File: src/verilog/ttp_consts.svh
// named constants for the triple timer pwm unit
`ifndef TTP_CONSTS_SVH
`define TTP_CONSTS_SVH
`define TTP_CNT_W 16
`define TTP_CLK_HZ 25000000
`define TTP_SVC_LAST 2'h3
`define TTP_SVC_RST 2'h0
`define TTP_PIN_MODE_NORMAL 2'h0
`define TTP_PWD_W 16
`endif

File: src/verilog/ttp_pkg.sv
// types shared by the triple timer pwm unit
package ttp_pkg;
    // limit register that a timer is currently running against
    typedef enum logic {
        TTP_LIM_PRIMARY,
        TTP_LIM_SECONDARY
    } ttp_lim_t;
    // phase seen by the pulse width demodulator
    typedef enum logic [1:0] {
        TTP_PWD_IDLE,
        TTP_PWD_HIGH,
        TTP_PWD_LOW
    } ttp_pwd_st_t;
endpackage

File: src/verilog/ttp_tmr_if.sv
// carrier between the timer unit top and one timer core
`timescale 1ns/1ps
interface ttp_tmr_if #(parameter int W = 16);
    logic enable; // timer running enabled
    logic cont; // repeat after a period
    logic alt_en; // alternate primary and secondary limit
    logic cnt_evt; // qualified count event, only on service cycles
    logic [W-1:0] max_a; // primary limit
    logic [W-1:0] max_b; // secondary limit
    logic [W-1:0] count; // current count
    logic out; // waveform level
    logic done; // period complete pulse
    logic on_alt; // running against secondary limit
    modport ctl (output enable, cont, alt_en, cnt_evt, max_a, max_b, input count, out, done, on_alt);
    modport tmr (input enable, cont, alt_en, cnt_evt, max_a, max_b, output count, out, done, on_alt);
endinterface

File: src/verilog/ttp_timer.sv
// one 16-bit timer core with primary and optional secondary limit
`timescale 1ns/1ps
`include "ttp_consts.svh"
module ttp_timer #(
    parameter int W = `TTP_CNT_W,
    parameter bit HAS_ALT = 1'b1
) (
    input wire logic core_clk_i,
    input wire logic rst_n_i,
    ttp_tmr_if.tmr t
);
    logic [W-1:0] count_r, count_nxt; // the count itself
    logic out_r, out_nxt; // output waveform level
    logic done_r, done_nxt; // one-cycle period pulse
    logic run_r, run_nxt; // cleared after a single shot
    ttp_pkg::ttp_lim_t lim_r, lim_nxt; // limit in use
    logic [W-1:0] lim_val; // value of the limit in use
    logic alt_on; // alternation actually active

    // next state: advance only on a qualified event
    always_comb begin
        count_nxt = count_r;
        out_nxt = out_r;
        done_nxt = 1'b0;
        run_nxt = run_r;
        lim_nxt = lim_r;
        alt_on = HAS_ALT && t.alt_en;
        lim_val = (alt_on && lim_r == ttp_pkg::TTP_LIM_SECONDARY) ? t.max_b : t.max_a;
        if (!t.enable) begin
            // disabled: park at zero, armed, output idle high
            count_nxt = '0;
            out_nxt = 1'b1;
            run_nxt = 1'b1;
            lim_nxt = ttp_pkg::TTP_LIM_PRIMARY;
        end else if (t.cnt_evt && run_r) begin
            if (count_r == lim_val) begin
                count_nxt = '0;
                done_nxt = 1'b1;
                if (alt_on) begin
                    // high against primary, low against secondary
                    out_nxt = (lim_r == ttp_pkg::TTP_LIM_SECONDARY);
                    lim_nxt = (lim_r == ttp_pkg::TTP_LIM_PRIMARY) ? ttp_pkg::TTP_LIM_SECONDARY
                                                                   : ttp_pkg::TTP_LIM_PRIMARY;
                    if (!t.cont && lim_r == ttp_pkg::TTP_LIM_SECONDARY) begin
                        run_nxt = 1'b0;
                    end
                end else begin
                    // single limit: low for one count period, or held low once a single shot stops
                    out_nxt = 1'b0;
                    if (!t.cont) begin
                        run_nxt = 1'b0;
                    end
                end
            end else begin
                count_nxt = count_r + 1'b1;
                if (!alt_on) begin
                    out_nxt = 1'b1;
                end
            end
        end
    end

    // state registers
    always_ff @(posedge core_clk_i) begin
        if (!rst_n_i) begin
            count_r <= '0;
            out_r <= 1'b1;
            done_r <= 1'b0;
            run_r <= 1'b1;
            lim_r <= ttp_pkg::TTP_LIM_PRIMARY;
        end else begin
            count_r <= count_nxt;
            out_r <= out_nxt;
            done_r <= done_nxt;
            run_r <= run_nxt;
            lim_r <= lim_nxt;
        end
    end

    assign t.count = count_r;
    assign t.out = out_r;
    assign t.done = done_r;
    assign t.on_alt = (lim_r == ttp_pkg::TTP_LIM_SECONDARY);
endmodule // ttp_timer

File: src/verilog/ttp_pwd.sv
// pulse width demodulator measuring high and low phases in service ticks
`timescale 1ns/1ps
`include "ttp_consts.svh"
module ttp_pwd #(
    parameter int W = `TTP_PWD_W
) (
    input wire logic core_clk_i,
    input wire logic rst_n_i,
    input wire logic enable_i,
    input wire logic tick_i,
    input wire logic level_i,
    output logic [W-1:0] high_len_o,
    output logic [W-1:0] low_len_o,
    output logic high_vld_o,
    output logic low_vld_o
);
    ttp_pkg::ttp_pwd_st_t st_r, st_nxt; // phase being timed
    logic [W-1:0] run_r, run_nxt; // running phase length
    logic [W-1:0] hi_r, hi_nxt; // last high length
    logic [W-1:0] lo_r, lo_nxt; // last low length
    logic hv_r, hv_nxt; // high result pulse
    logic lv_r, lv_nxt; // low result pulse
    logic lvl_r, lvl_nxt; // input level one clock ago, used to find the first clean edge

    // next state: a phase ends at the opposite edge
    always_comb begin
        st_nxt = st_r;
        run_nxt = run_r;
        hi_nxt = hi_r;
        lo_nxt = lo_r;
        hv_nxt = 1'b0;
        lv_nxt = 1'b0;
        lvl_nxt = level_i;
        case (st_r)
            ttp_pkg::TTP_PWD_IDLE: begin
                // first partial phase is thrown away, start at the next edge
                run_nxt = '0;
                // the phase under way at enable is partial, so timing waits for a real edge
                if (enable_i && level_i != lvl_r) begin
                    st_nxt = level_i ? ttp_pkg::TTP_PWD_HIGH : ttp_pkg::TTP_PWD_LOW;
                end
            end
            ttp_pkg::TTP_PWD_HIGH: begin
                if (!level_i) begin
                    hi_nxt = run_r;
                    hv_nxt = 1'b1;
                    run_nxt = '0;
                    st_nxt = ttp_pkg::TTP_PWD_LOW;
                end else if (tick_i && run_r != '1) begin
                    run_nxt = run_r + 1'b1; // saturates on very long phases
                end
            end
            ttp_pkg::TTP_PWD_LOW: begin
                if (level_i) begin
                    lo_nxt = run_r;
                    lv_nxt = 1'b1;
                    run_nxt = '0;
                    st_nxt = ttp_pkg::TTP_PWD_HIGH;
                end else if (tick_i && run_r != '1) begin
                    run_nxt = run_r + 1'b1;
                end
            end
            default: begin
                st_nxt = ttp_pkg::TTP_PWD_IDLE;
            end
        endcase
        if (!enable_i) begin
            st_nxt = ttp_pkg::TTP_PWD_IDLE;
        end
    end

    // state registers
    always_ff @(posedge core_clk_i) begin
        if (!rst_n_i) begin
            st_r <= ttp_pkg::TTP_PWD_IDLE;
            run_r <= '0;
            hi_r <= '0;
            lo_r <= '0;
            hv_r <= 1'b0;
            lv_r <= 1'b0;
            lvl_r <= 1'b1;
        end else begin
            st_r <= st_nxt;
            run_r <= run_nxt;
            hi_r <= hi_nxt;
            lo_r <= lo_nxt;
            hv_r <= hv_nxt;
            lv_r <= lv_nxt;
            lvl_r <= lvl_nxt;
        end
    end

    assign high_len_o = hi_r;
    assign low_len_o = lo_r;
    assign high_vld_o = hv_r;
    assign low_vld_o = lv_r;
endmodule // ttp_pwd

File: src/verilog/ttp_top.sv
// triple timer pwm unit: service divider, pin gating, event routing, three timers and demodulator
`timescale 1ns/1ps
`include "ttp_consts.svh"
// Operation
// - three independent timers, 16-bit counts each
// - first, second timers own in/out pins
// - third timer: time base, prescaler, DMA source
// - timers serviced once every fourth clock
// - output responds within six clocks
// - each timer has a primary limit
// - secondary limit alternates for duty cycle
// - external counting, one-shot or repeating waves
// - measure high and low phase widths
// - system clock undivided drives the unit
// - pin acts as timer only in mode 0
module ttp_top #(
    parameter int W = `TTP_CNT_W
) (
    input wire logic core_clk_i,
    input wire logic rst_n_i,
    input wire logic [2:0] tmr_en_i, // per timer enable
    input wire logic [2:0] tmr_cont_i, // per timer repeat
    input wire logic [2:0] tmr_int_en_i, // per timer completion flag enable
    input wire logic [1:0] tmr_alt_en_i, // pin timers: use secondary limit
    input wire logic [1:0] tmr_ext_clk_i, // pin timers: count input rising edges
    input wire logic [1:0] tmr_gate_en_i, // pin timers: input level gates ticks
    input wire logic [1:0] tmr_prescale_i, // pin timers: count third timer completions
    input wire logic dma_sel_i, // third timer completion requests dma
    input wire logic [3*W-1:0] tmr_max_a_i, // primary limits, timer 0 in low bits
    input wire logic [2*W-1:0] tmr_max_b_i, // secondary limits, pin timers
    input wire logic [1:0] first_timer_in_mode_i,
    input wire logic [1:0] first_timer_out_mode_i,
    input wire logic [1:0] second_timer_in_mode_i,
    input wire logic [1:0] second_timer_out_mode_i,
    input wire logic first_timer_in_pin_i,
    input wire logic second_timer_in_pin_i,
    input wire logic pulse_measure_input_i,
    input wire logic pwd_en_i, // pulse width demodulation on
    output logic first_timer_out_pin_o,
    output logic first_timer_out_pin_oe_o,
    output logic second_timer_out_pin_o,
    output logic second_timer_out_pin_oe_o,
    output logic [3*W-1:0] tmr_count_o, // live counts
    output logic [2:0] tmr_done_o, // completion pulses
    output logic dma_req_o, // dma request pulse
    output logic [`TTP_PWD_W-1:0] pwd_high_len_o,
    output logic [`TTP_PWD_W-1:0] pwd_low_len_o,
    output logic pwd_high_vld_o,
    output logic pwd_low_vld_o
);
    // service phase divider
    logic [1:0] svc_ph_r, svc_ph_nxt; // position within the four-clock service slot
    logic svc_tick; // one cycle in four

    // completion pulses and counts of all timers and pin timer levels, gathered for the shared logic
    logic [2:0] tifc_done_w;
    logic [3*W-1:0] tifc_count_w;
    logic [1:0] tifc_out_w;

    // per pin timer event routing
    logic [1:0] in_pin; // raw input pins
    logic [1:0] in_ok; // pin in timer function
    logic [1:0] out_ok; // output pin in timer function
    logic [1:0] in_prev_r, in_prev_nxt; // last sampled input level
    logic [1:0] pend_r, pend_nxt; // event waiting for the next service slot
    logic [1:0] src_evt; // raw edge or prescale event this cycle
    logic [1:0] gate_lvl; // gate level seen by the timer

    // registered top outputs
    logic [2:0] done_r, done_nxt; // flagged completion pulses
    logic dma_r, dma_nxt; // dma request pulse
    logic [1:0] oe_r, oe_nxt; // output pin drive enables

    ttp_tmr_if #(.W(W)) tifc[3] (); // one carrier per timer

    assign in_pin = {second_timer_in_pin_i, first_timer_in_pin_i};
    // the second timer input relies on an outside pull-up, so an open line reads high
    assign in_ok = {second_timer_in_mode_i == `TTP_PIN_MODE_NORMAL,
                    first_timer_in_mode_i == `TTP_PIN_MODE_NORMAL};
    assign out_ok = {second_timer_out_mode_i == `TTP_PIN_MODE_NORMAL,
                     first_timer_out_mode_i == `TTP_PIN_MODE_NORMAL};

    // next service phase: the core clock itself is the system clock, no division ahead
    always_comb begin
        svc_ph_nxt = svc_ph_r + 2'h1;
        svc_tick = (svc_ph_r == `TTP_SVC_LAST);
    end

    // service phase register
    always_ff @(posedge core_clk_i) begin
        if (!rst_n_i) begin
            svc_ph_r <= `TTP_SVC_RST;
        end else begin
            svc_ph_r <= svc_ph_nxt;
        end
    end

    // pin timers: source selection, edge capture and pending events
    always_comb begin
        in_prev_nxt = in_prev_r;
        pend_nxt = pend_r;
        src_evt = 2'h0;
        gate_lvl = 2'h0;
        for (int i = 0; i < 2; i++) begin
            // a pin outside timer mode reads as a steady high gate and never edges
            gate_lvl[i] = in_ok[i] ? in_pin[i] : 1'b1;
            in_prev_nxt[i] = gate_lvl[i];
            if (tmr_prescale_i[i]) begin
                src_evt[i] = tifc_done_w[2];
            end else begin
                src_evt[i] = gate_lvl[i] & ~in_prev_r[i];
            end
            // edges between slots are held for the next service slot; several in one slot make a single event
            pend_nxt[i] = (pend_r[i] | src_evt[i]) & ~svc_tick & tmr_en_i[i];
        end
    end

    // pin timer event registers
    always_ff @(posedge core_clk_i) begin
        if (!rst_n_i) begin
            in_prev_r <= 2'h3;
            pend_r <= 2'h0;
        end else begin
            in_prev_r <= in_prev_nxt;
            pend_r <= pend_nxt;
        end
    end

    // timers: drive carriers and instantiate the cores
    generate
        for (genvar g = 0; g < 3; g++) begin : g_tmr
            if (g < 2) begin : g_pin
                // pin timer: count edges, prescaled events, or gated service ticks
                always_comb begin
                    if (tmr_prescale_i[g] || tmr_ext_clk_i[g]) begin
                        tifc[g].cnt_evt = svc_tick & (pend_r[g] | src_evt[g]);
                    end else if (tmr_gate_en_i[g]) begin
                        tifc[g].cnt_evt = svc_tick & gate_lvl[g];
                    end else begin
                        tifc[g].cnt_evt = svc_tick;
                    end
                end
                assign tifc[g].alt_en = tmr_alt_en_i[g];
                assign tifc[g].max_b = tmr_max_b_i[g*W +: W];
                assign tifc_out_w[g] = tifc[g].out;
            end else begin : g_int
                // third timer has no pin and counts service ticks only
                assign tifc[g].cnt_evt = svc_tick;
                assign tifc[g].alt_en = 1'b0;
                assign tifc[g].max_b = '0;
            end
            assign tifc[g].enable = tmr_en_i[g];
            assign tifc[g].cont = tmr_cont_i[g];
            assign tifc[g].max_a = tmr_max_a_i[g*W +: W];
            assign tifc_done_w[g] = tifc[g].done;
            assign tifc_count_w[g*W +: W] = tifc[g].count;
            ttp_timer #(
                .W(W),
                .HAS_ALT(g < 2)
            ) u_tmr (
                .core_clk_i(core_clk_i),
                .rst_n_i(rst_n_i),
                .t(tifc[g])
            );
        end
    endgenerate

    // completion flags, dma request and pin enables
    always_comb begin
        done_nxt = tifc_done_w & tmr_int_en_i;
        dma_nxt = tifc_done_w[2] & dma_sel_i & tmr_en_i[2];
        oe_nxt = out_ok & tmr_en_i[1:0];
    end

    // output registers
    always_ff @(posedge core_clk_i) begin
        if (!rst_n_i) begin
            done_r <= 3'h0;
            dma_r <= 1'b0;
            oe_r <= 2'h0;
        end else begin
            done_r <= done_nxt;
            dma_r <= dma_nxt;
            oe_r <= oe_nxt;
        end
    end

    // pulse width demodulator on the interrupt input
    ttp_pwd #(
        .W(`TTP_PWD_W)
    ) u_pwd (
        .core_clk_i(core_clk_i),
        .rst_n_i(rst_n_i),
        .enable_i(pwd_en_i),
        .tick_i(svc_tick),
        .level_i(pulse_measure_input_i),
        .high_len_o(pwd_high_len_o),
        .low_len_o(pwd_low_len_o),
        .high_vld_o(pwd_high_vld_o),
        .low_vld_o(pwd_low_vld_o)
    );

    // timer waveform and count outputs come from the core flops
    assign first_timer_out_pin_o = tifc_out_w[0];
    assign second_timer_out_pin_o = tifc_out_w[1];
    assign first_timer_out_pin_oe_o = oe_r[0];
    assign second_timer_out_pin_oe_o = oe_r[1];
    assign tmr_count_o = tifc_count_w;
    assign tmr_done_o = done_r;
    assign dma_req_o = dma_r;

    // service slot repeats every four clocks
    a_svc_tick_period: assert property (@(posedge core_clk_i) disable iff (!rst_n_i)
        svc_tick |=> !svc_tick [*3] ##1 svc_tick) else $error("service tick not one in four");

    // counts move only right after a service slot or on disable
    a_count_on_slot: assert property (@(posedge core_clk_i) disable iff (!rst_n_i)
        tmr_en_i[0] && $past(tmr_en_i[0]) && $changed(tifc_count_w[W-1:0]) |-> $past(svc_tick))
        else $error("first timer count moved outside a service slot");

    // a completion always leaves the count at zero
    a_wrap_zero: assert property (@(posedge core_clk_i) disable iff (!rst_n_i)
        tifc_done_w[0] |-> tifc_count_w[W-1:0] == '0) else $error("first timer did not wrap to zero");

    // completion flag follows the core pulse only when enabled
    a_done_gated: assert property (@(posedge core_clk_i) disable iff (!rst_n_i)
        tifc_done_w[1] |=> tmr_done_o[1] == $past(tmr_int_en_i[1])) else $error("completion flag wrong");

    // a held edge or prescale event becomes a count event within the slot, never lost
    a_pend_served: assert property (@(posedge core_clk_i) disable iff (!rst_n_i)
        pend_r[0] && tmr_en_i[0] && !tmr_gate_en_i[0] |-> ##[0:3] tifc[0].cnt_evt)
        else $error("pending event not served in time");

    // output pin not driven unless in normal mode
    a_pin_mode_off: assert property (@(posedge core_clk_i) disable iff (!rst_n_i)
        second_timer_out_mode_i != `TTP_PIN_MODE_NORMAL |=> !second_timer_out_pin_oe_o)
        else $error("second output driven outside normal mode");

    // dma request follows third timer completion by one clock
    a_dma_follow: assert property (@(posedge core_clk_i) disable iff (!rst_n_i)
        tifc_done_w[2] && dma_sel_i && tmr_en_i[2] |=> dma_req_o) else $error("dma request missing");

    // in alternate mode the output is high while on the primary limit
    a_alt_level: assert property (@(posedge core_clk_i) disable iff (!rst_n_i)
        tmr_en_i[1] && tmr_alt_en_i[1] && tifc_done_w[1] |-> second_timer_out_pin_o == !tifc[1].on_alt)
        else $error("alternate output level wrong");

    // a falling input while a high phase is timed reports it one clock later
    a_pwd_high: assert property (@(posedge core_clk_i) disable iff (!rst_n_i)
        pwd_en_i && u_pwd.st_r == ttp_pkg::TTP_PWD_HIGH && !pulse_measure_input_i |=> pwd_high_vld_o)
        else $error("high phase not reported");
endmodule // ttp_top

File: config.mk
export PLATFORM = sky130hd
export DESIGN_NAME = ttp_top
export DESIGN_NICKNAME = d
export VERILOG_FILES = /design/src/verilog/ttp_pkg.sv /design/src/verilog/ttp_tmr_if.sv /design/src/verilog/ttp_timer.sv /design/src/verilog/ttp_pwd.sv /design/src/verilog/ttp_top.sv
export VERILOG_INCLUDE_DIRS = /design/src /design/src/verilog
export SDC_FILE = /design/constraint.sdc
export NUM_CORES = 1
export LEC_CHECK = 0
export BUFFER_PORTS_ARGS = -buffer_cell sky130_fd_sc_hd__clkbuf_2
export CAP_MARGIN = 20
export CORE_MARGIN = 2
export CORE_UTILIZATION = 45
export CTS_BUF_LIST = sky130_fd_sc_hd__clkbuf_8
export DETAILED_ROUTE_END_ITERATION = 10
export PLACE_DENSITY = 0.71
export REMOVE_ABC_BUFFERS = 1
export SYNTH_ARGS = -nofsm -noshare
export SYNTH_HDL_FRONTEND = slang
export SYNTH_HIERARCHICAL = 1
export SYNTH_SLANG_ARGS = --single-unit
File: constraint.sdc
create_clock -name core_clk_i -period 2.82 [get_ports core_clk_i]
set_input_delay 0.282 -clock core_clk_i [delete_from_list [all_inputs] [get_ports core_clk_i]]
set_output_delay 0.282 -clock core_clk_i [all_outputs]
set_load 0.01 [all_outputs]
==> impl_results.md, run 1 <==
- CTS tree: built
- # setup viols final: 0
- Share of layout cells above drive strength 1: 27.3%
- CP Class: register to register
- First-iteration detailed-routing DRC count: 439
- Placed instance count: 1195
- Slew Viols, Final: 0
- First-pass GRT wire length: 31.2 mm
- IO Port Bufs: 201
- Hold-fix buffer count after cts: 4
- R2R depth: 7
- Reg2Reg Setup Slack: 0.43 ns
- Clk sinks: 123
- Pwr dens: 429 mW/mm2
- CP max FO: 15
- Max Clock Skew: 0.0124 ns
- Antenna Nets Post-Route: 0
- Post-CTS resize count: 0
- Clock slew at reported path FFs: 0.07 ns
- DRC errors left: 0
- Fill cells: 1428
- Multi-input gate area: 0.00415 mm2
- Layout net count: 1151
- DIE HEIGHT: 128 um
- RSZ-0062 raised after global routing: no
- Worst setup EP type: register
- Post-route insts no fill: 1229
- Row count: 45
- Largest net degree at the start of global routing: 41
- Hold path depth: 3
- Max VDD drop: 0.272 mV
- Leak Pwr: 3.47 nW
- Via density: 5.61
- Status: finished clean
- Post-synthesis cell count: 831
- Number of global-route vias before repair: 6366
- Hold Vio Cnt, Final: 0
- Post-Route WL: 19.4 mm
- I/O pins: 202
- HPWL after DPL: 14.6 mm
- Initial core utilization: 45.8%
- Root buffer cell: clkbuf_8
- Period minus WS final: 2.39 ns
- Htree depth: 4
- Post-CTS Setup Inserts: 0
- Number of diodes: 0
- Max Fclk: 419 MHz
- Synthesized area per cell: 8.32 um2
- Crit start category: register
- Worst skew pair latency: 0.44 ns
- Synthesis Warnings: 6
- Via count: 6890
- WP data required: 3.11 ns
- Max Buffers Root-to-Sink: 2
- CTS buffer count: 17
- Setup total negative slack: 0 ns
- Grt total ovfl: 0
- Register Area: 0.00246 mm2
- HP Class: input pin to register
- Core footprint: 0.0151 mm2
- Tcrit/Tclk final: 84.7%
- Die area: 0.0164 mm2
- Pre-antenna DRT Iters: 5
- GRT Util Overall: 23.8%
- Initial antenna violation count: 0
- Slew HR: 34.3%
- Routed len/inst: 15.8 um
- Area Overhead vs Synth: 23.3%
- Max capacitance violation total: 0
- Data arrival time of the worst path: 2.68 ns
- Die span in x: 128 um
- Netlist Area Pre-Place: 0.00691 mm2
- Worst-Margin Slew: 0.978 ns
- Final GP Congestion: 0.909
cell type report:
type	instances	area share, %
Inverter	27	1.19
Tap cell	188	2.76
Clock inverter	10	1.67
Timing Repair Buffer	219	13.5
Sequential cell	123	28.9
Clock buffer	20	3.23
Multi-Input combinational cell	642	48.7
through the flow:
step           worst slack (ns)  hold slack, ns  util (%)  power (mW)  instance area [um2]
6_report                  0.433          0.0583      56.5        3.66                 8520
5_1_grt                   0.199          0.0346      56.5        3.81                 8520
4_1_cts                   0.453          0.0236      56.5        3.70                 8520
3_5_place_dp              0.425           0.414      53.4        2.05                 8060
3_3_place_gp              0.495           0.410      53.4        2.05                 8060
2_1_floorplan             0.582           0.344         -        1.91                 6710
layout by cell type, fill, tap and decap left out, drive strengths merged, types with 4 or more instances in the layout:
cell type	n
nand4b	6
inv	27
a31oi	7
nand2	126
nor3	15
and2	13
nor2	46
and3	16
xnor2	24
a21oi	61
a41oi	4
a211oi	29
o31ai	4
clkbuf	221
and4	4
o2111a	4
o21ai	10
a2111oi	4
ha	9
o2111ai	8
o211ai	6
clkinvlp	4
nand4	29
or4	4
buf	14
mux2i	8
nand2b	36
o22ai	10
xor2	41
dfxtp	123
nor4	11
dlygate4sd3	4
nand3	40
nand3b	5
nor2b	13
nor3b	6
state kept, by name (all words and copies together) (netlist names):
signal	count
g_tmr.u_tmr/t.count	48
u_pwd/high_len_o	16
u_pwd/low_len_o	16
u_pwd/run_r	16
g_tmr.u_tmr/run_r	3
g_tmr.u_tmr/t.done	3
tmr_done_o	3
g_tmr.u_tmr/t.on_alt	2
g_tmr.u_tmr/t.out	2
in_prev_r	2
oe_r	2
pend_r	2
svc_ph_r	2
u_pwd/st_r	2
dma_req_o	1
u_pwd/high_vld_o	1
u_pwd/low_vld_o	1
u_pwd/lvl_r	1
worst max-delay path, cell delays in order, from the launching register on:
cell and delay [ns]:
dfxtp_1 0.44, and2_1 0.45, nor3b_1 0.15, a2111oi_4 0.40
o2111ai_2 0.27, nor3_4 0.21, buf_4 0.23, a211oi_1 0.10
path summary, 6_finish.rpt:
check,start,to
setup / recovery,g_tmr[1].u_tmr/t.on_alt,g_tmr[1].u_tmr/t.count[15]
hold / removal,second_timer_in_mode_i[1],in_prev_r[1]
setup reg to reg,g_tmr[1].u_tmr/t.on_alt,g_tmr[1].u_tmr/t.count[15]
hold reg to reg,svc_ph_r[0],svc_ph_r[0]
layer usage:
| layer | up-vias | wire length, um | GRT usage [%] |
|---|---|---|---|
| li1 | 3400 | - | - |
| met3 | 29 | 1120 | 5.22 |
| met2 | 256 | 9030 | 38.3 |
| met5 | - | 0 | 0 |
| met4 | 0 | 356 | 8.02 |
| met1 | 3205 | 8910 | 31.6 |
power by group:
group	internal (mW)	switching (mW)
sequential	1.74	0.00455
combinational	0.123	0.148
clock	0.935	0.703
Note: power is estimated with default switching activity, not from simulation.
==> inputs of run 2 (changes only) <==
PLACE_DENSITY = 0.74   (was 0.71)
clock period = 1.95 ns   (was 2.82 ns; I/O delays follow)
==> run 2 against run 1 <==
The run now ends with negative setup slack left. Design area rose by 19%. Die area did not move. Clock-buffer cell count fell by 2. Sequential power rose by 44%. Final cell count rose by 10%. Combinational power rose by 89%. Maximum frequency rose by 15%. Utilization rose by 11 points. Critical path type unchanged. Largest power group unchanged.
==> impl_results.md, run 2 (synthesis gave the netlist of run 1 again) <==
- Status: finished, violations left
- Failing checks: negative setup slack
- Hold path depth: 3 (unchanged)
- Data arrival time of the worst path: 2.37 ns (-0.31 ns)
- Crit start category: register
- Max Fclk: 483 MHz (+15%)
- Largest register FFs: 48 (unchanged)
- I/O pins: 202 (unchanged)
- Register Area: 0.00249 mm2 (+1.3%)
- Crit-path cells: nand2_4 > o2111ai_2 > a2111oi_4 > buf_4 > o2111ai_4 > nor3_4 > buf_6 > buf_12 > a211oi_1
- Worst hold start: pwd_en_i
- Pwr dens: 531 mW/mm2 (+24%)
- Htree depth: 4 (unchanged)
- Largest stage delay, worst path: 0.37 ns (-0.08 ns)
- Largest net degree at the start of global routing: 41 (unchanged)
- # setup viols final: 38 (+38)
- Final GP Congestion: 0.964 (+6.0%)
- DRC errors left: 0 (unchanged)
- Initial antenna violation count: 0 (unchanged)
- IO Port Bufs: 201 (unchanged)
- Total power draw: 5.38 mW (+47%)
- Worst Path Buf+Inv: 3 (+2)
- Worst r2r src: g_tmr[1].u_tmr/t.on_alt
- Root buffer cell: clkbuf_8
- Placed cell area: 0.00877 mm2 (+8.8%)
- Tcrit/Tclk final: 106% (+21 points)
- CP Class: register to register
- CTS buffer count: 17 (unchanged)
- Most frequent cells in the layout: clkbuf_2 (201), nand2_1 (123), buf_4 (118)
- Post-layout worst setup margin: -0.119 ns (-0.551 ns)
- Via density: 5.73 (+2.3%)
- Number of diodes: 0 (unchanged)
- Area Overhead vs Synth: 46.6%
- Delay-heaviest family, CP: compound AO/OA/AOI/OAI gates
- Layout net count: 1278 (+11%)
- Max Buffers Root-to-Sink: 2 (unchanged)
- Worst-Margin Slew: 0.930 ns (-0.0485 ns)
- Period minus WS final: 2.07 ns (-0.319 ns)
- Grt total ovfl: 0 (unchanged)
- Max capacitance violation total: 0 (unchanged)
- Fill cells: 1255 (-12%)
- Hold Path Sink: u_pwd/st_r[0]
- CP max FO: 8 (-7)
- Post-Route WL: 23.1 mm (+19%)
- Row count: 45 (unchanged)
- Clk sinks: 123 (unchanged)
- RSZ-0062 raised after global routing: yes
- Most common cell after layout, fill and taps aside: clkbuf_2
- Multi-input gate area: 0.00469 mm2 (+13%)
- Worst setup EP type: register
- Initial core utilization: 45.8% (unchanged)
- Share of layout cells above drive strength 1: 42.6% (+15 points)
- CTS tree: built
- Clock slew at reported path FFs: 0.08 ns (about the same)
- Via count: 7785 (+13%)
- Max Clock Skew: 0.0129 ns (+0.000454 ns)
- Reg2Reg Setup Slack: -0.12 ns (-0.55 ns)
- Die span in x: 128 um (unchanged)
- Hold Vio Cnt, Final: 0 (unchanged)
- Placed instance count: 1286 (+7.6%)
- GRT Util Overall: 27.1% (+3.3 points)
- First-iteration detailed-routing DRC count: 681 (+55%)
- Slowest-stage cell, CP: dfxtp_4
- WP data required: 2.25 ns (-0.86 ns)
- Cell area after layout: 0.0101 mm2 (+19%)
- Post-route insts no fill: 1358 (+10%)
- Pre-antenna DRT Iters: 5 (unchanged)
- Max VDD drop: 0.389 mV (+43%)
- Antenna Nets Post-Route: 0 (unchanged)
- Routed len/inst: 17.0 um (+7.4%)
- Die area: 0.0164 mm2 (unchanged)
- First-pass GRT wire length: 35.4 mm (+13%)
- Slew Viols, Final: 0 (unchanged)
- Worst skew pair latency: 0.46 ns (+0.02 ns)
- Leak Pwr: 4.24 nW (+22%)
- R2r endpoint: g_tmr[1].u_tmr/t.count[12]
- R2R depth: 9 (+2)
- Number of global-route vias before repair: 7234 (+14%)
- Slew HR: 37.9% (+3.6 points)
- DIE HEIGHT: 128 um (unchanged)
- Core footprint: 0.0151 mm2 (unchanged)
- HPWL after DPL: 15.9 mm (+8.7%)
- HP Class: input pin to register
-- run 2: cell types whose count changed in the layout (fill, tap and decap cells not counted), moves of 8 or more --
cell | before | now
buf_4 | 14 | 118
a211oi_1 | 29 | 8
a211oi_2 | 0 | 20
buf_6 | 0 | 15
dfxtp_1 | 123 | 108
dfxtp_2 | 0 | 10
a21oi_1 | 61 | 52
a21oi_2 | 0 | 8
-- run 2: power breakdown --
group          total [mW]  internal [mW]  switching (mW)
sequential           2.52           2.51         0.00764
clock                2.35           1.19            1.16
combinational       0.509          0.238           0.271
total                5.38           3.94            1.44
-- run 2: worst min-delay path: stages --
cell and delay, ns:
clkbuf_2 0.10, nand2_1 0.08, a21oi_1 0.04
-- run 2: per-layer routing --
metal	wire, um	track usage (%)	share of wire (%)
met1	9540	34.0	41
met2	11200	46.1	48
met3	1610	5.51	7.0
met4	748	9.70	3.2
met5	0	0	0
-- run 2: worst max path at each step --
stage,end,depth (start not counted),slack [ns],start
finish,g_tmr[1].u_tmr/t.count[12],9,-0.12,g_tmr[1].u_tmr/t.on_alt
global route,g_tmr[0].u_tmr/t.count[4],9,-0.24,g_tmr[0].u_tmr/t.on_alt
CTS,g_tmr[0].u_tmr/t.on_alt,7,-0.06,g_tmr[0].u_tmr/t.on_alt
detailed placement,u_pwd/run_r[10],6,-0.12,u_pwd/st_r[0]
global placement,g_tmr[0].u_tmr/t.count[11],10,-0.06,first_timer_in_mode_i[1]
floorplan,g_tmr[0].u_tmr/t.count[10],6,-0.29,g_tmr[0].u_tmr/t.on_alt
-- run 2: final cells by class --
| class | count | area share [%] |
|---|---|---|
| Inverter | 27 | 1.00 |
| Timing Repair Buffer | 346 | 21.7 |
| Clock inverter | 14 | 1.61 |
| Clock buffer | 18 | 2.45 |
| Sequential cell | 123 | 24.6 |
| Tap cell | 188 | 2.32 |
| Multi-Input combinational cell | 642 | 46.3 |
-- run 2: metrics by stage --
stage	hold WS, ns	util, %	worst slack (ns)	setup TNS [ns]
floorplan	0.257	-	-0.288	-9.73
global placement	0.361	58.1	-0.0646	-1.10
global route	0.0173	67.1	-0.237	-6.28
CTS	0.00855	65.0	-0.0649	-0.964
finish	0.00834	67.1	-0.119	-2.46
detailed placement	0.362	58.1	-0.121	-3.89
-- run 2: repair_timing --
item / 4_1_cts / 5_1_grt
pin swaps: 31 / 32
endpoints found under the setup margin: 61 / 47
resized for setup: 72 / 68
cloned: 2 / 0
hold endpoints to repair: 8 / 0
hold buffers: 10 / 0
setup buffers: 18 / 12
==> inputs of run 3 (changes only) <==
ABC_AREA = 1   (was unset)
PLACE_DENSITY = 0.73   (was 0.74)
==> run 3 against run 2 <==
The flow now finishes without violations. Design area down 8.5%. Critical path depth down 3. Sequential power about the same. Global-route usage down 4.1 points. Clock skew down 0.0025 ns. Final cell count up 17%. Clock power up 13%. Total power up 6.2%. Die area up 2.9%. Clock-buffer cell count unchanged. Critical path type is now input pin to register.
==> impl_results.md, run 3 <==
- Worst Path Buf+Inv: 4 (+1)
- Clock slew at reported path FFs: 0.07 ns (about the same)
- Largest register FFs: 48 (unchanged)
- Crit-path cells: dlygate4sd3_1 > clkbuf_2 > nor2_2 > dlygate4sd3_1 > nand3_1 > dlygate4sd3_1
- R2R depth: 11 (+2)
- Max Fclk: 551 MHz (+14%)
- CTS buffer count: 17 (unchanged)
- Largest net degree at the start of global routing: 45 (+9.8%)
- # setup viols final: 0 (-100%)
- Root buffer cell: clkbuf_8
- Initial core utilization: 46.5% (+0.67 points)
- Synthesis Warnings: 6 (unchanged)
- Worst r2r src: svc_ph_r[0]
- Delay-heaviest family, CP: buffers and inverters
- CTS tree: built
- IO Port Bufs: 201 (unchanged)
- Hold Vio Cnt, Final: 0 (unchanged)
- GRT Util Overall: 22.9% (-4.1 points)
- Most common cell after layout, fill and taps aside: nand2_1
- Max Buffers Root-to-Sink: 2 (unchanged)
- Via count: 7792 (+0.090%)
- Data arrival time of the worst path: 2.15 ns (-0.22 ns)
- DIE HEIGHT: 130 um (+1.4%)
- Worst skew pair latency: 0.45 ns (about the same)
- Leak Pwr: 4.39 nW (+3.6%)
- Pwr dens: 616 mW/mm2 (+16%)
- Max Clock Skew: 0.0104 ns (-0.00248 ns)
- Die span in x: 130 um (+1.4%)
- Worst hold start: tmr_en_i[1]
- Number of diodes: 0 (unchanged)
- Slowest-stage cell, CP: dlygate4sd3_1
- Via density: 4.89 (-15%)
- Crit path launch: second_timer_in_mode_i[0]
- Pre-antenna DRT Iters: 5 (unchanged)
- CP Class: input pin to register
- CP max FO: 2 (-6)
- I/O pins: 202 (unchanged)
- Grt total ovfl: 0 (unchanged)
- Layout net count: 1492 (+17%)
- Slew HR: 68.5% (+31 points)
- Clk sinks: 123 (unchanged)
- WP data required: 2.28 ns (+0.03 ns)
- Most frequent cells in the layout: nand2_1 (347), clkbuf_2 (201), inv_1 (140)
- Netlist Area Pre-Place: 0.00712 mm2 (+3.0%)
- Worst-Margin Slew: 0.471 ns (-0.458 ns)
- Slew Viols, Final: 0 (unchanged)
- Final GP Congestion: 0.891 (-7.5%)
- Post-route insts no fill: 1595 (+17%)
- Period minus WS final: 1.82 ns (-0.252 ns)
- Share of layout cells above drive strength 1: 25.1% (-17 points)
- Critical Path Stages: 6 (-3)
- Number of global-route vias before repair: 6975 (-3.6%)
- First-pass GRT wire length: 31.5 mm (-11%)
- HP Class: input pin to register
- DRC errors left: 0 (unchanged)
- First-iteration detailed-routing DRC count: 481 (-29%)
- Status: finished clean
- Initial antenna violation count: 0 (unchanged)
- Routed len/inst: 12.4 um (-27%)
- Max capacitance violation total: 0 (unchanged)
- Antenna Nets Post-Route: 0 (unchanged)
- Finished Core Util: 60.5% (-6.6 points)
- Die area: 0.0168 mm2 (+2.9%)
- Largest stage delay, worst path: 0.57 ns (+0.20 ns)
- Post-Route WL: 19.8 mm (-14%)
- Max VDD drop: 0.602 mV (+55%)
- Area Overhead vs Synth: 30.2%
- Crit start category: input pin
- Htree depth: 4 (unchanged)
- Hold path depth: 3 (unchanged)
- Worst setup EP type: register
- HPWL after DPL: 14.4 mm (-9.1%)
- Post-synthesis cell count: 1132 (+36%)
- Row count: 45 (unchanged)
- Core footprint: 0.0153 mm2 (+1.5%)
- Tcrit/Tclk final: 93.1% (-13 points)
- Synthesized area per cell: 6.29 um2 (-24%)
- Crit path top cell by count: dlygate4sd3_1
- Total power draw: 5.71 mW (+6.2%)
- Placed instance count: 1542 (+20%)
==> run 3: cell count changes in the layout (fill, tap and decap cells not counted), sizes merged, moves of 22 or more <==
cell    delta
nand2    +237
nor2      +95
xor2      -22
xnor2     -22
o21ai     +37
nand2b    -36
inv      +117
a211oi    -27
nand3     +95
buf      -108
==> run 3: what timing repair did <==
action,CTS,global route
endpoints found under the hold margin,10,0
gates resized for setup,1,38
endpoints found under the setup margin,2,44
gates cloned,0,2
pin swaps,0,5
setup buffers,0,3
hold buffers,16,0
==> run 3: cell type report <==
class / count / area [um2]
timing repair buffer: 244 / 1400
tap: 211 / 264
clock inverter: 14 / 218
inverter: 151 / 578
fill: 1510 / 6050
clock buffer: 18 / 248
multi-input combinational: 832 / 4080
sequential: 123 / 2460
timing repair inverter: 2 / 15.0
==> run 3: worst paths after layout <==
| kind | endpoint | slack, ns |
|---|---|---|
| min reg2reg | tmr_done_o[1] | 0.42 |
| min | pend_r[1] | 0.02 |
| max reg2reg | g_tmr[1].u_tmr/t.count[14] | 0.15 |
| max | in_prev_r[1] | 0.13 |
==> run 3: tightest hold or removal path: stages <==
cell and delay [ns]:
clkbuf_2 0.11, nand3_1 0.08, a21oi_1 0.04
==> run 3: through the flow <==
stage                     area, um2  setup TNS, ns  setup WS, ns  hold WS, ns
after floorplan                6980         -0.542       -0.0370        0.264
after global placement         8440              0        0.0721        0.363
after detailed placement       8440        -0.0212       -0.0112        0.364
after CTS                      9070              0       0.00163     0.000318
after global routing           9270        -0.0127      -0.00748      0.00971
final                          9270              0         0.134       0.0213
==> run 3: power by group <==
group	internal [mW]	switching, mW
clock	1.56	1.10
combinational	0.215	0.281
sequential	2.54	0.0147
==> run 3: layer usage <==
metal	up-vias	track usage, %	wire (um)
met5	-	0	0
met4	0	7.21	225
met3	18	4.76	1060
met2	211	37.2	9220
met1	3501	30.7	9250
li1	4062	-	-
